===== src/hdl/periph_flags_pkg.sv =====
`default_nettype none
package periph_flags_pkg;

	// Bus widths
	localparam int unsigned ADDR_W = 8;
	localparam int unsigned DATA_W = 32;
	localparam int unsigned REG_W = 8;

	// Register byte addresses
	localparam logic [ADDR_W-1:0] OFS_FLAGS_ONE = 8'h00;
	localparam logic [ADDR_W-1:0] OFS_FLAGS_TWO = 8'h04;
	localparam logic [ADDR_W-1:0] OFS_POWER_CTRL = 8'h08;
	localparam logic [ADDR_W-1:0] OFS_RESET_CAUSE = 8'h0C;

	// First flag register bit positions
	localparam int unsigned BIT_CONV_DONE = 6;
	localparam int unsigned BIT_SERIAL_RX = 5;
	localparam int unsigned BIT_SERIAL_TX = 4;
	localparam int unsigned BIT_SYNC_PORT = 3;
	localparam int unsigned BIT_CAPCMP_A = 2;
	localparam int unsigned BIT_PERIOD_MATCH = 1;
	localparam int unsigned BIT_WIDE_OVF = 0;
	localparam int unsigned BIT_ONE_SPARE = 7;

	// Second flag register bit positions
	localparam int unsigned BIT_OSC_FAIL = 7;
	localparam int unsigned BIT_COMPARATOR_B = 6;
	localparam int unsigned BIT_COMPARATOR_A = 5;
	localparam int unsigned BIT_NV_WRITE = 4;
	localparam int unsigned BIT_BUS_COLLISION = 3;
	localparam int unsigned BIT_LOWPOWER_WAKE = 2;
	localparam int unsigned BIT_CAPCMP_B = 0;
	localparam int unsigned BIT_TWO_SPARE = 1;

	// Power control bit positions
	localparam int unsigned BIT_ULP_WAKE_EN = 5;
	localparam int unsigned BIT_SW_BROWNOUT_EN = 4;
	localparam int unsigned BIT_POWER_ON_OK = 1;
	localparam int unsigned BIT_BROWN_OUT_OK = 0;

	// Reset cause bit positions
	localparam int unsigned BIT_WATCHDOG_SEEN = 0;
	localparam int unsigned BIT_MASTER_CLEAR_SEEN = 1;
	localparam int unsigned RESET_CAUSE_W = 2;

	// Software writable sticky flag bits
	localparam logic [REG_W-1:0] FLAGS_ONE_WR_MASK = 8'h4F;
	localparam logic [REG_W-1:0] FLAGS_TWO_WR_MASK = 8'hFD;

	// Reset values
	localparam logic [REG_W-1:0] FLAGS_RESET = 8'h00;
	localparam logic ULP_WAKE_EN_RESET = 1'b0;
	localparam logic SW_BROWNOUT_EN_RESET = 1'b1;
	localparam logic POWER_ON_OK_RESET = 1'b0;
	localparam logic BROWN_OUT_OK_RESET = 1'b0;

	// Capture/compare unit modes
	typedef enum logic [1:0] {
		CAPCMP_OFF,
		CAPCMP_CAPTURE,
		CAPCMP_COMPARE,
		CAPCMP_PWM
	} capcmp_mode_t;

	// Synchronous serial port modes
	typedef enum logic [1:0] {
		SYNC_OFF,
		SYNC_SPI,
		SYNC_I2C_SLAVE,
		SYNC_I2C_MASTER
	} sync_mode_t;

	// APB request from the master
	typedef struct packed {
		logic psel;
		logic penable;
		logic pwrite;
		logic [ADDR_W-1:0] paddr;
		logic [DATA_W-1:0] pwdata;
	} apb_req_t;

	// APB answer from the slave
	typedef struct packed {
		logic pready;
		logic pslverr;
		logic [DATA_W-1:0] prdata;
	} apb_rsp_t;

endpackage
`default_nettype wire


===== src/hdl/flag_cell.sv =====
`default_nettype none
module flag_cell
(
	// Clock and reset
	input wire logic clock_i,
	input wire logic sys_rst_i,
	// Hardware event and software write
	input wire logic set_i,
	input wire logic wr_i,
	input wire logic wr_data_i,
	// Stored flag
	output logic flag_o
);

	// Sticky flag; an event in a write cycle still sets it
	always_ff @(posedge clock_i)
	begin
		if (sys_rst_i)
			flag_o <= 1'b0;
		else
			flag_o <= set_i | (wr_i ? wr_data_i : flag_o);
	end

endmodule // flag_cell
`default_nettype wire


===== src/hdl/change_detect.sv =====
`default_nettype none
module change_detect
#(
	parameter int unsigned WIDTH = 2
)
(
	// Clock and reset
	input wire logic clock_i,
	input wire logic sys_rst_i,
	// Watched levels and change pulses
	input wire logic [WIDTH-1:0] level_i,
	output logic [WIDTH-1:0] changed_o
);

	logic [WIDTH-1:0] last_level;
	logic armed;

	// Remember the level; first cycle after reset only loads it
	always_ff @(posedge clock_i)
	begin
		if (sys_rst_i)
		begin
			last_level <= '0;
			armed <= 1'b0;
		end
		else
		begin
			last_level <= level_i;
			armed <= 1'b1;
		end
	end

	// Any bit that differs from last cycle is a change
	assign changed_o = armed ? (level_i ^ last_level) : '0;

endmodule // change_detect
`default_nettype wire


===== src/hdl/peripheral_interrupt_flags.sv =====
`default_nettype none
module peripheral_interrupt_flags
	import periph_flags_pkg::*;
(
	// Clock and reset
	input wire logic clock_i,
	input wire logic sys_rst_i,
	// APB slave
	input wire apb_req_t apb_req_i,
	output apb_rsp_t apb_rsp_o,
	// Converter
	input wire logic conv_done_i,
	// Asynchronous serial port
	input wire logic rx_buffer_full_i,
	input wire logic serial_rx_data_read_i,
	input wire logic tx_buffer_empty_i,
	input wire logic serial_tx_data_write_i,
	// Synchronous serial port
	input wire sync_mode_t sync_mode_i,
	input wire logic sync_xfer_done_i,
	input wire logic [3:0] master_seq_done_i,
	input wire logic sync_port_idle_i,
	input wire logic bus_start_seen_i,
	input wire logic bus_stop_seen_i,
	input wire logic bus_collision_i,
	// Capture/compare units
	input wire capcmp_mode_t capcmp_a_mode_i,
	input wire logic capcmp_a_capture_i,
	input wire logic capcmp_a_match_i,
	input wire capcmp_mode_t capcmp_b_mode_i,
	input wire logic capcmp_b_capture_i,
	input wire logic capcmp_b_match_i,
	// Timers
	input wire logic period_tick_i,
	input wire logic [7:0] period_count_i,
	input wire logic [7:0] period_value_i,
	input wire logic wide_timer_ovf_i,
	// Clock monitor, comparators, memory, wake-up
	input wire logic osc_failed_i,
	input wire logic on_internal_oscillator_i,
	input wire logic comparator_a_output_i,
	input wire logic comparator_b_output_i,
	input wire logic nv_write_done_i,
	input wire logic lowpower_wake_i,
	// Reset causes
	input wire logic brown_out_reset_i,
	input wire logic watchdog_reset_i,
	input wire logic external_master_clear_i,
	// Flags and enables to the core
	output logic [REG_W-1:0] peripheral_flags_one_o,
	output logic [REG_W-1:0] peripheral_flags_two_o,
	output logic ulp_wake_enable_o,
	output logic sw_brownout_enable_o
);

	// Bus phase decode
	wire setup_phase;
	wire access_phase;
	wire wr_strobe;
	wire hit_one;
	wire hit_two;
	wire hit_power;
	wire hit_cause;
	wire addr_hit;
	wire wr_one;
	wire wr_two;
	wire wr_power;
	wire wr_cause;
	wire [REG_W-1:0] wr_byte;

	// Event decode
	wire sync_is_i2c;
	wire sync_is_master;
	wire comparator_a_changed;
	wire comparator_b_changed;
	wire [1:0] comparator_changed;
	wire [REG_W-1:0] set_one;
	wire [REG_W-1:0] set_two;
	wire [2*REG_W-1:0] set_all;
	wire [2*REG_W-1:0] wr_all;
	// Writable positions of both flag registers, fixed at elaboration
	localparam logic [2*REG_W-1:0] WR_MASK_ALL =
		{FLAGS_TWO_WR_MASK, FLAGS_ONE_WR_MASK};
	wire [2*REG_W-1:0] sticky;
	wire [RESET_CAUSE_W-1:0] cause_set;
	wire [RESET_CAUSE_W-1:0] cause_q;

	// Level flags and power control state
	logic serial_rx_flag;
	logic serial_tx_flag;
	logic ulp_wake_en;
	logic sw_brownout_en;
	logic power_on_ok;
	logic brown_out_ok;
	logic [DATA_W-1:0] rd_data;
	wire [REG_W-1:0] flags_one_view;
	wire [REG_W-1:0] flags_two_view;
	wire [REG_W-1:0] power_view;
	wire [REG_W-1:0] cause_view;
	wire [REG_W-1:0] next_rd_byte;

	// APB phases; every access completes in its first access cycle
	assign setup_phase = apb_req_i.psel & ~apb_req_i.penable;
	assign access_phase = apb_req_i.psel & apb_req_i.penable;
	assign wr_strobe = access_phase & apb_req_i.pwrite & addr_hit;
	assign wr_byte = apb_req_i.pwdata[REG_W-1:0];

	// Address decode
	// An unmapped address matches none and stores nothing
	assign hit_one = (apb_req_i.paddr == OFS_FLAGS_ONE);
	assign hit_two = (apb_req_i.paddr == OFS_FLAGS_TWO);
	assign hit_power = (apb_req_i.paddr == OFS_POWER_CTRL);
	assign hit_cause = (apb_req_i.paddr == OFS_RESET_CAUSE);
	assign addr_hit = hit_one | hit_two | hit_power | hit_cause;

	// Write strobe per register
	assign wr_one = wr_strobe & hit_one;
	assign wr_two = wr_strobe & hit_two;
	assign wr_power = wr_strobe & hit_power;
	assign wr_cause = wr_strobe & hit_cause;

	// Synchronous port mode decode
	assign sync_is_i2c = (sync_mode_i == SYNC_I2C_SLAVE) |
		(sync_mode_i == SYNC_I2C_MASTER);
	assign sync_is_master = (sync_mode_i == SYNC_I2C_MASTER);

	// Comparator output change detection
	// Levels come from this clock domain, so no synchroniser is needed
	assign comparator_changed = {comparator_b_changed,
		comparator_a_changed};

	change_detect #(
		.WIDTH(2)
	) u_comparator_change (
		.clock_i(clock_i),
		.sys_rst_i(sys_rst_i),
		.level_i({comparator_b_output_i, comparator_a_output_i}),
		.changed_o({comparator_b_changed, comparator_a_changed})
	);

	// Events of the first flag register; enables are never consulted
	// enables not consulted
	assign set_one[BIT_CONV_DONE] = conv_done_i;
	assign set_one[BIT_SYNC_PORT] =
		(sync_xfer_done_i & (sync_mode_i != SYNC_OFF)) |
		(sync_is_master & (|master_seq_done_i)) |
		(sync_is_i2c & sync_port_idle_i &
		(bus_start_seen_i | bus_stop_seen_i));
	assign set_one[BIT_CAPCMP_A] =
		((capcmp_a_mode_i == CAPCMP_CAPTURE) & capcmp_a_capture_i) |
		((capcmp_a_mode_i == CAPCMP_COMPARE) & capcmp_a_match_i);
	assign set_one[BIT_PERIOD_MATCH] = period_tick_i &
		(period_count_i == period_value_i);
	assign set_one[BIT_WIDE_OVF] = wide_timer_ovf_i;
	// Level bits and the unused bit carry no sticky event
	assign set_one[BIT_ONE_SPARE] = 1'b0;
	assign set_one[BIT_SERIAL_RX] = 1'b0;
	assign set_one[BIT_SERIAL_TX] = 1'b0;

	// Events of the second flag register
	// oscillator fail sets
	assign set_two[BIT_OSC_FAIL] = osc_failed_i & on_internal_oscillator_i;
	assign set_two[BIT_COMPARATOR_B] = comparator_changed[1];
	assign set_two[BIT_COMPARATOR_A] = comparator_changed[0];
	assign set_two[BIT_NV_WRITE] = nv_write_done_i;
	assign set_two[BIT_BUS_COLLISION] = bus_collision_i & sync_is_master;
	assign set_two[BIT_LOWPOWER_WAKE] = lowpower_wake_i;
	assign set_two[BIT_TWO_SPARE] = 1'b0;
	assign set_two[BIT_CAPCMP_B] =
		((capcmp_b_mode_i == CAPCMP_CAPTURE) & capcmp_b_capture_i) |
		((capcmp_b_mode_i == CAPCMP_COMPARE) & capcmp_b_match_i);

	// Combined view for the per-bit flag cells
	assign set_all = {set_two, set_one};
	assign wr_all = {{REG_W{wr_two}},
		{REG_W{wr_one}}};

	// One sticky cell per writable flag; other positions stay zero
	genvar gi;
	generate
		for (gi = 0; gi < 2 * REG_W; gi = gi + 1)
		begin : g_flag
			// Read-only and unused positions get no cell at all
			if (WR_MASK_ALL[gi])
			begin : g_cell
				flag_cell u_cell (
					.clock_i(clock_i),
					.sys_rst_i(sys_rst_i),
					.set_i(set_all[gi]),
					.wr_i(wr_all[gi]),
					.wr_data_i(wr_byte[gi % REG_W]),
					.flag_o(sticky[gi])
				);
			end
			else
			begin : g_none
				assign sticky[gi] = 1'b0;
			end
		end
	endgenerate

	// Reset causes that the power control bits do not cover
	assign cause_set[BIT_WATCHDOG_SEEN] = watchdog_reset_i;
	assign cause_set[BIT_MASTER_CLEAR_SEEN] = external_master_clear_i;

	generate
		for (gi = 0; gi < RESET_CAUSE_W; gi = gi + 1)
		begin : g_cause
			flag_cell u_cause (
				.clock_i(clock_i),
				.sys_rst_i(sys_rst_i),
				.set_i(cause_set[gi]),
				.wr_i(wr_cause),
				.wr_data_i(wr_byte[gi]),
				.flag_o(cause_q[gi])
			);
		end
	endgenerate

	// Serial flags mirror the buffers; the data access clears at once
	always_ff @(posedge clock_i)
	begin
		if (sys_rst_i)
		begin
			serial_rx_flag <= 1'b0;
			serial_tx_flag <= 1'b0;
		end
		else
		begin
			// A buffer level still present afterwards sets it again
			// read clears receive
			serial_rx_flag <= rx_buffer_full_i & ~serial_rx_data_read_i;
			serial_tx_flag <= tx_buffer_empty_i & ~serial_tx_data_write_i;
		end
	end

	// Power control enables and reset status bits
	// status and enables
	always_ff @(posedge clock_i)
	begin
		if (sys_rst_i)
		begin
			ulp_wake_en <= ULP_WAKE_EN_RESET;
			sw_brownout_en <= SW_BROWNOUT_EN_RESET;
			power_on_ok <= POWER_ON_OK_RESET;
			brown_out_ok <= BROWN_OUT_OK_RESET;
		end
		else
		begin
			// Software writes ones to the status bits once it has seen them
			if (wr_power)
			begin
				ulp_wake_en <= wr_byte[BIT_ULP_WAKE_EN];
				sw_brownout_en <= wr_byte[BIT_SW_BROWNOUT_EN];
				power_on_ok <= wr_byte[BIT_POWER_ON_OK];
			end
			// A brown-out marks itself over a software write
			if (brown_out_reset_i)
				brown_out_ok <= 1'b0;
			else if (wr_power)
				brown_out_ok <= wr_byte[BIT_BROWN_OUT_OK];
		end
	end

	// Read views; unused bits read as zero
	// access types merged
	assign flags_one_view = (sticky[REG_W-1:0] & FLAGS_ONE_WR_MASK) |
		({7'h00, serial_rx_flag} << BIT_SERIAL_RX) |
		({7'h00, serial_tx_flag} << BIT_SERIAL_TX);
	assign flags_two_view = sticky[2*REG_W-1:REG_W] & FLAGS_TWO_WR_MASK;
	assign power_view = ({7'h00, ulp_wake_en} << BIT_ULP_WAKE_EN) |
		({7'h00, sw_brownout_en} << BIT_SW_BROWNOUT_EN) |
		({7'h00, power_on_ok} << BIT_POWER_ON_OK) |
		({7'h00, brown_out_ok} << BIT_BROWN_OUT_OK);
	assign cause_view = {6'h00, cause_q};

	// Read data select
	assign next_rd_byte = hit_one ? flags_one_view :
		hit_two ? flags_two_view :
		hit_power ? power_view :
		hit_cause ? cause_view : 8'h00;

	// Read data is captured in the setup cycle
	// An event in the access cycle shows only in the next read
	always_ff @(posedge clock_i)
	begin
		if (sys_rst_i)
			rd_data <= 32'h0000_0000;
		else if (setup_phase)
			rd_data <= {24'h00_0000, next_rd_byte};
	end

	// APB answer
	// Zero wait states: ready in the first access cycle
	assign apb_rsp_o.pready = access_phase;
	assign apb_rsp_o.pslverr = access_phase & ~addr_hit;
	assign apb_rsp_o.prdata = rd_data;

	// Flag and enable outputs
	assign peripheral_flags_one_o = flags_one_view;
	assign peripheral_flags_two_o = flags_two_view;
	assign ulp_wake_enable_o = ulp_wake_en;
	assign sw_brownout_enable_o = sw_brownout_en;

endmodule // peripheral_interrupt_flags
`default_nettype wire


===== config.mk =====
export PLATFORM = sky130hd
export DESIGN_NAME = peripheral_interrupt_flags
export DESIGN_NICKNAME = d
export VERILOG_FILES = /design/src/hdl/periph_flags_pkg.sv /design/src/hdl/flag_cell.sv /design/src/hdl/change_detect.sv /design/src/hdl/peripheral_interrupt_flags.sv
export SDC_FILE = /design/constraint.sdc
export NUM_CORES = 1
export LEC_CHECK = 0
export BUFFER_PORTS_ARGS = -buffer_cell sky130_fd_sc_hd__clkbuf_2
export CAP_MARGIN = 20
export CORE_AREA = 2 2 71 73
export CTS_CLUSTER_SIZE = 25
export DETAILED_ROUTE_END_ITERATION = 8
export DIE_AREA = 0 0 73 75
export MAX_ROUTING_LAYER = met4
export PLACE_DENSITY = 0.79
export SLEW_MARGIN = 30
export SYNTH_ARGS = -nofsm -noshare
export SYNTH_HDL_FRONTEND = slang
export SYNTH_HIERARCHICAL = 1
export SYNTH_SLANG_ARGS = --single-unit

===== constraint.sdc =====
create_clock -name clock_i -period 1.9 [get_ports clock_i]
set_input_delay 0.285 -clock clock_i [delete_from_list [all_inputs] [get_ports clock_i]]
set_output_delay 0.285 -clock clock_i [all_outputs]
set_load 0.01 [all_outputs]

# After elaboration in Yosys (flattened, before gate mapping)
# Index checks and enable logic that the tools add are counted.
[classes] n_eq_ne=10 muxes=20 bitwise=55 n_reduce_logical=4
[ops] cell="bitwise OR 1 bit" n=23
[ops] cell="bitwise AND 1 bit" n=22
[ops] cell="== test 8 x 4 -> 1 bit, second input constant" n=2
[ops] cell="2-to-1 mux 8 bit" n=2
[ops] cell="2-to-1 mux 1 bit" n=15
[ops] cell="== test 2 bit, second input constant" n=4
[ops] cell="== test 8 x 3 -> 1 bit, second input constant" n=1
[ops] cell="== test 8 bit" n=1
[ops] cell="zero test 8 bit" n=1
[ops] cell="bitwise OR 7 x 5 -> 7 bit" n=1
[ops] cell="bitwise OR 7 x 6 -> 7 bit" n=1
[ops] cell="2-to-1 mux 6 bit" n=1
[ops] cell="bitwise OR 6 x 1 -> 6 bit" n=1
[ops] cell="bitwise OR 6 x 2 -> 6 bit" n=1
[ops] cell="bitwise OR 6 x 5 -> 6 bit" n=1
[ops] cell="== test 2 x 1 -> 1 bit, second input constant" n=2
[ops] cell="2-to-1 mux 2 bit" n=2
[ops] cell="inverter 1 bit" n=4
[ops] cell="OR reduction 4 bit" n=1
[ops] cell="nonzero test 2 bit" n=1
[ops] cell="OR reduction 2 bit" n=1
[ops] cell="XOR 2 bit" n=1
[word_totals] ff_bits=31 input_bits=96 output_inout_bits=52

# Depth between registers and ports, before layout
# Gate-level depths: netlist of the first run.
[logic_depth] ltp_word=8 depth_mapped=5 depth_no_buf=5

# Modules after synthesis
# The synthesis of the first run kept the hierarchy.
[modules_own_cells] mod="peripheral_interrupt_flags" instances=1 cells_per_inst=127 area_per_inst_um2=1126.1 seq_area_each_um2=280.3
[modules_own_cells] mod="flag_cell" instances=14 cells_per_inst=4 area_per_inst_um2=38.8 seq_area_each_um2=20.0
[modules_own_cells] mod="change_detect" instances=1 cells_per_inst=10 area_per_inst_um2=106.4 seq_area_each_um2=60.1

# Worst setup path before layout of the first run
# Ideal clock, no wire load.
[synth_timing] path_type="input -> register" startpoint="input port apb_req_i[37] (netlist bit)" endpoint="register g_flag[0].g_cell.u_cell.flag_o" setup_ps=118 t_arrival_ps=1583 required_ps=1782 path_slack_ps=198 cell_stages=5 path_buffers=0 cell_sequence="nor4_4 nand2_1 nor3_1 mux2i_1 a21oi_1"
[synth_between] elab_chain_cells=8 word_cells_on_any_way=11
[synth_rtl] item="from (decl)" line_no="peripheral_interrupt_flags.sv:9" source="input wire apb_req_t apb_req_i,"
[synth_rtl] item="== test 8 x 3 -> 1 bit / zero test 8 bit (equally long branches)" line_no="peripheral_interrupt_flags.sv:111, peripheral_interrupt_flags.sv:110"
[synth_rtl] item="bitwise OR 1 bit (3 in series)" line_no="peripheral_interrupt_flags.sv:114" source="assign addr_hit = hit_one | hit_two | hit_power | hit_cause;"
[synth_rtl] item="bitwise AND 1 bit" line_no="peripheral_interrupt_flags.sv:105" source="assign wr_strobe = access_phase & apb_req_i.pwrite & addr_hit;"
[synth_rtl] item="bitwise AND 1 bit (*)" line_no="peripheral_interrupt_flags.sv:117" source="assign wr_one = wr_strobe & hit_one;"
[synth_rtl] item="via wr_one" line_no="peripheral_interrupt_flags.sv:65" source="wire wr_one;"
[synth_rtl] item="2-to-1 mux 1 bit (*)" line_no="flag_cell.sv:21" source="flag_o <= set_i | (wr_i ? wr_data_i : flag_o);"
[synth_rtl] item="bitwise OR 1 bit (*)" line_no="flag_cell.sv:21"
[synth_rtl] item="to (signal assigned)" line_no="flag_cell.sv:21"
[synth_rtl] item="to (decl)" line_no="flag_cell.sv:12" source="output logic flag_o"
# Mark *: on every way through the listed nets, which the timed path passes. The rest lies on a longest branch.
# A chain may end at the register's enable or synchronous reset.

# Worst setup path after layout of the first run
[layout_timing] startpoint="input port apb_req_i[37] (netlist bit)" endpoint="register g_flag[13].g_cell.u_cell.flag_o"
[layout_between] elab_chain_cells=8 word_cells_on_any_way=11
[layout_rtl] item="== test 8 x 3 -> 1 bit / zero test 8 bit (equally long branches)" line_no="peripheral_interrupt_flags.sv:111, peripheral_interrupt_flags.sv:110"
[layout_rtl] item="bitwise OR 1 bit (3 in series)" line_no="peripheral_interrupt_flags.sv:114"
[layout_rtl] item="bitwise AND 1 bit" line_no="peripheral_interrupt_flags.sv:105"
[layout_rtl] item="bitwise AND 1 bit (*)" line_no="peripheral_interrupt_flags.sv:118" source="assign wr_two = wr_strobe & hit_two;"
[layout_rtl] item="via wr_two" line_no="peripheral_interrupt_flags.sv:66" source="wire wr_two;"
[layout_rtl] item="2-to-1 mux 1 bit (*)" line_no="flag_cell.sv:21"
[layout_rtl] item="bitwise OR 1 bit (*)" line_no="flag_cell.sv:21"
[layout_rtl] item="to (signal assigned)" line_no="flag_cell.sv:21"
[layout_rtl] item="to (decl)" line_no="flag_cell.sv:12"
# Marked as above.

==> run_results.csv, run 1 <==
group,metric,value,unit
sta,timing.max_slew.rel_slack,53.59,%
hold_path,worstHoldPathType,"in -> reg",
placed_design,gp_congestion,0.7038,
sta,fin_crit_sh,78.20,%
sta,whs,0.1613,ns
placed_design,io_buffers,97,
sta,hold_viol_final,0,
detailed_routing,drc,0,
setup_path,crit_type,"in -> reg",
global_routing,grt_pass1_wl,6210,um
final_layout,n_antenna_cell,0,
die,die_y,75,um
die,die-width,73,um
global_routing,grt-ovfl-total,0,
sta,tightest_slew,0.6961,ns
yosys,syn_area,0.001775,mm^2
yosys,netlist_top_cells_area,"dfxtp_1, mux2i_1, buf_4, a21oi_1, xnor2_1",
final_layout,most-common-layout-cells,"clkbuf_2, dfxtp_1, conb_1, mux2i_1, inv_1",
die,start_util,38.09,%
placed_design,place_ws,0.1171,ns
setup_path,cp.required,2.06,ns
setup_path,cp-start-kind,"input pin",
cts,cts_tree,"yes",
global_routing,grt_antenna_before_repair,0,
global_routing,globalRouteTotalUtil,15.26,%
power,leakagePower,1.138,nW
cts,cts_sinks,31,
placed_design,postPlaceCellArea,0.002217,mm^2
cts,clk_latency,0.28,ns
die,coreArea,0.004661,mm^2
sta,finalClockSkew,0.005317,ns
cts,h-tree-depth,2,
die,die_area,0.005475,mm^2
cts,clockBufferDepth,2,
sta,finalCriticalPeriod,1.486,ns
sta,rsz0062_at_grt,"no",
power,p_total,1.461,mW
final_layout,syn2layout_area_growth,29.81,%
sta,finalSetupViolations,0,
detailed_routing,first_iter_violations,66,
cts,post_cts_resize_count,0,
cts,numCtsBuffers,5,
job,maxCapViolCount,0,
sta,setup-tns-final,0,ns
detailed_routing,via_count,1580,
die,io_pins,148,
sta,slew_viol_final,0,
yosys,synth_seq_area_share,34.95,%
placed_design,hpwl,3395,um
yosys,syn_area_per_cell,9.199,um^2
cts,ctsHoldBuffers,0,
yosys,synth_warnings,6,
detailed_routing,viasPerCell,4.540,
yosys,synth_seq_cells,31,
yosys,ys_types,35,
detailed_routing,first_pass_iters,4,
sta,fmax,0.6730,GHz
setup_path,crit_fanout,5,
detailed_routing,wire_per_inst,11.66,um
final_layout,final_common_cell,"clkbuf_2",
global_routing,grt_max_degree,27,
die,row_count,25,
cts,cts_setup_buffers,0,
yosys,synth_top_area_share,34.95,%
yosys,synthCells,193,
power,powerDensity,633.7,mW/mm^2
sta,fin_ws,0.4141,ns
cts,cts_root_buffer,"clkbuf_8",
setup_path,end_kind,"flop",
detailed_routing,ant_nets,0,
global_routing,grt_pass1_vias,1445,
final_layout,post-route-cell-area,0.002305,mm^2
power,peakVddDrop,0.2261,mV
final_layout,drive_above_1_share,38.78,%
outcome,outcome,"finished clean",
final_layout,layout.nets,390,
yosys,synth_top_cell_by_area,"dfxtp_1",
cts,clk_pin_slew,0.06,ns
setup_path,cp.arrival,1.64,ns
detailed_routing,routed_wl,4059,um
## state kept, by name, summed over array words and instances (netlist names), 2 cells and up
signal	flops
g_flag.g_cell.u_cell/flag_o	12
rd_data	8
g_cause.u_cause/flag_o	2
u_comparator_change/last_level	2
## per-layer routing
metal | share of wire (%) | global-route usage, % | up-vias
met5 | 0 | - | -
met1 | 40 | 17.22 | 699
met2 | 52 | 25.53 | 66
met4 | 0.99 | 6.379 | 0
li1 | - | - | 810
met3 | 7.3 | 4.150 | 5
## cells in the mapped netlist
library cell	number
and2_1	5
and3_2	2
nor2_1	4
buf_2	2
and4_1	1
o21ai_0	5
buf_6	1
o2bb2ai_1	5
nor2b_1	3
nand2_1	7
xor2_1	2
nand3_1	3
nor4_4	1
o41a_1	1
a32o_1	1
and3b_1	1
xnor2_1	8
nor3_1	2
mux2i_1	24
and4b_1	1
a21oi_1	15
buf_4	29
dfxtp_1	31
clkbuf_1	1
a22o_1	4
conb_1	1
inv_1	16
nand2b_1	4
nor4b_2	1
nor3b_1	3
mux4_2	1
o21a_1	1
nand3b_1	3
and3_1	3
nand4_1	1
## stage by stage
step,instances,util [%]
5_1_grt,348,49.45
3_5_place_dp,341,47.57
6_report,348,49.45
4_1_cts,348,49.45
3_3_place_gp,341,47.57
2_1_floorplan,218,-
## report_power, final
part / leakage [nW] / total [mW] / switching [mW] / internal (mW)
logic: 0.836 / 0.255 / 0.130 / 0.125
registers: 0.255 / 0.693 / 0.0169 / 0.676
clock network: 0.0470 / 0.512 / 0.229 / 0.283
## critical path, stage by stage
cell	delay, ns
clkbuf_2	0.10
nor4_4	0.36
and3_2	0.25
and3b_1	0.19
buf_4	0.18
mux2i_1	0.20
a21oi_1	0.08
## worst paths after layout
kind                                   from                         endpoint  slack [ns]  cells past startpoint
max                           apb_req_i[37]  g_flag[13].g_cell.u_cell/flag_o        0.41                      7
min                  serial_tx_data_write_i                   serial_tx_flag        0.16                      2
max reg2reg  g_flag[0].g_cell.u_cell/flag_o                       rd_data[0]        0.82                      2
min reg2reg                    brown_out_ok                     brown_out_ok        0.46                      2
## cell type report
type | count | area (um^2)
flip-flops and latches | 31 | 620.6
clock buffers | 6 | 82.58
fillers | 471 | 2356
clock inverters | 1 | 5.005
inverters | 16 | 60.06
repair buffers | 102 | 523.0
well taps | 54 | 67.56
multi-input cells | 138 | 945.9
## kinds of logic after synthesis
group | Yosys count | synth area share [%]
AO/OA/AOI/OAI | 32 | 11.70
other | 1 | 0.2112
XOR/XNOR | 10 | 4.933
multiplexers | 25 | 14.80
buffers and inverters | 49 | 17.05
AND/OR/NAND/NOR | 45 | 16.35
flip-flops | 31 | 34.95
Note: power is estimated with default switching activity, not from simulation.
==> run 2: changes to the inputs <==
==> constraint.sdc (replaced) <==
create_clock -name clock_i -period 1.5 [get_ports clock_i]
set_input_delay 0.225 -clock clock_i [delete_from_list [all_inputs] [get_ports clock_i]]
set_output_delay 0.225 -clock clock_i [all_outputs]
set_load 0.01 [all_outputs]
==> run 2 against run 1 <==
Total power grew 41%. First-iteration DRC count down 38%. Sequential power is 27% higher. Setup slack lost 0.25 ns. Final cell count rose by 2.3%. Cell area increased by 4.4%. Clock skew decreased by 0.0032 ns. Combinational power rose by 31%. Sequential cell count did not move.
==> run_results.csv, run 2 (synthesis results as in run 1) <==
group,metric,value,unit
sta,fin_ws,0.1687,ns
final_layout,fillCellCount,448,
cts,numCtsBuffers,5,
cts,post_cts_resize_count,0,
sta,hold_viol_final,0,
sta,fin_crit_sh,88.75,%
global_routing,grt_pass1_vias,1523,
power,p_total,2.055,mW
detailed_routing,first_pass_iters,4,
sta,finalClockSkew,0.002152,ns
cts,clk_latency,0.28,ns
detailed_routing,routed_wl,4062,um
cts,cts_root_buffer,"clkbuf_8",
cts,clockBufferDepth,2,
final_layout,n_antenna_cell,0,
sta,slew_viol_final,0,
die,start_util,38.09,%
detailed_routing,first_iter_violations,41,
power,powerDensity,854.1,mW/mm^2
sta,rsz0062_at_grt,"no",
hold_path,worstHoldPathType,"in -> reg",
job,maxCapViolCount,0,
placed_design,hpwl,3399,um
final_layout,most-common-layout-cells,"clkbuf_2, dfxtp_1, conb_1, mux2i_1, inv_1",
cts,ctsHoldBuffers,0,
final_layout,fin_cells,356,
sta,fmax,0.7511,GHz
final_layout,regMostFlops,"g_flag.g_cell.u_cell/flag_o",
detailed_routing,via_count,1604,
setup_path,cp.required,1.66,ns
setup_path,reg2reg_depth,2,
final_layout,largestRegisters,"g_flag.g_cell.u_cell/flag_o: 12 flops, rd_data: 8 flops",
global_routing,globalRouteTotalUtil,16.05,%
detailed_routing,wire_per_inst,11.41,um
outcome,outcome,"finished clean",
placed_design,gp_congestion,0.7438,
setup_path,cp.arrival,1.49,ns
setup_path,startpoint,"apb_req_i[37]",
die,die-width,73,um
setup_path,end_kind,"flop",
power,peakVddDrop,0.4912,mV
setup_path,worst_r2r_startpoint,"g_flag[0].g_cell.u_cell/flag_o",
die,row_count,25,
placed_design,place_ws,-0.1407,ns
placed_design,postPlaceCellArea,0.002288,mm^2
setup_path,rrSetupSlack,0.41,ns
final_layout,post-route-cell-area,0.002406,mm^2
detailed_routing,ant_nets,0,
sta,finalCriticalPeriod,1.331,ns
die,die_area,0.005475,mm^2
sta,finalSetupViolations,0,
global_routing,grt_max_degree,27,
global_routing,grt-ovfl-total,0,
detailed_routing,viasPerCell,4.506,
final_layout,utilization,51.62,%
setup_path,regToRegEndpoint,"rd_data[0]",
final_layout,layout.nets,397,
setup_path,crit_fanout,5,
final_layout,final_common_cell,"clkbuf_2",
cts,clk_pin_slew,0.06,ns
setup_path,crit_type,"in -> reg",
power,leakagePower,1.190,nW
global_routing,grt_antenna_before_repair,0,
final_layout,largest_reg_flops,12,
cts,h-tree-depth,2,
die,io_pins,148,
setup_path,cp-start-kind,"input pin",
cts,cts_sinks,31,
placed_design,dp.cells,348,
placed_design,io_buffers,97,
die,die_y,75,um
final_layout,drive_above_1_share,41.06,%
setup_path,crit_end,"g_flag[13].g_cell.u_cell/flag_o",
cts,cts_setup_buffers,0,
final_layout,syn2layout_area_growth,35.52,%
die,coreArea,0.004661,mm^2
cts,cts_tree,"yes",
detailed_routing,drc,0,
global_routing,grt_pass1_wl,6527,um
[run 2: per-layer routing]
metal / routed length (um) / vias up / GRT usage (%)
met5: 0 / - / -
li1: - / 824 / -
met4: 50 / 0 / 5.761
met1: 1661 / 708 / 17.07
met2: 2064 / 66 / 28.03
met3: 285 / 6 / 5.087
[run 2: cell type report]
type | count | area [um^2] | share of cell area, %
repair buffers | 109 | 588.1 | 24.44
flip-flops and latches | 31 | 620.6 | 25.79
well taps | 54 | 67.56 | 2.808
clock buffers | 6 | 82.58 | 3.432
clock inverters | 2 | 35.03 | 1.456
inverters | 16 | 60.06 | 2.496
multi-input cells | 138 | 952.2 | 39.57
[run 2: power by group]
| part | internal, mW | switching [mW] |
|---|---|---|
| combinational | 0.167 | 0.166 |
| clock | 0.537 | 0.307 |
| sequential | 0.856 | 0.0225 |
[run 2: worst max-delay path, cell delays in order]
cell	delay (ns)
clkbuf_2	0.10
nor4_4	0.31
and3_2	0.22
and3b_2	0.22
buf_12	0.13
mux2i_1	0.20
a21oi_1	0.08
[run 2: per-stage QoR]
step	hold slack, ns	setup TNS [ns]
after floorplan	0.2815	0
after global placement	0.3871	-0.9452
after detailed placement	0.3931	-1.183
after CTS	0.09259	0
after global routing	0.09644	0
final	0.09790	0
[run 2: how the worst min path moves through the flow]
stage,startpoint,end,slack [ns],cells past startpoint
after floorplan,sys_rst_i,u_comparator_change/armed,0.28,1
after global placement,serial_tx_data_write_i,serial_tx_flag,0.39,2
after detailed placement,serial_tx_data_write_i,serial_tx_flag,0.39,2
after CTS,serial_tx_data_write_i,serial_tx_flag,0.09,2
after global routing,serial_rx_data_read_i,serial_rx_flag,0.1,2
final,serial_tx_data_write_i,serial_tx_flag,0.1,2
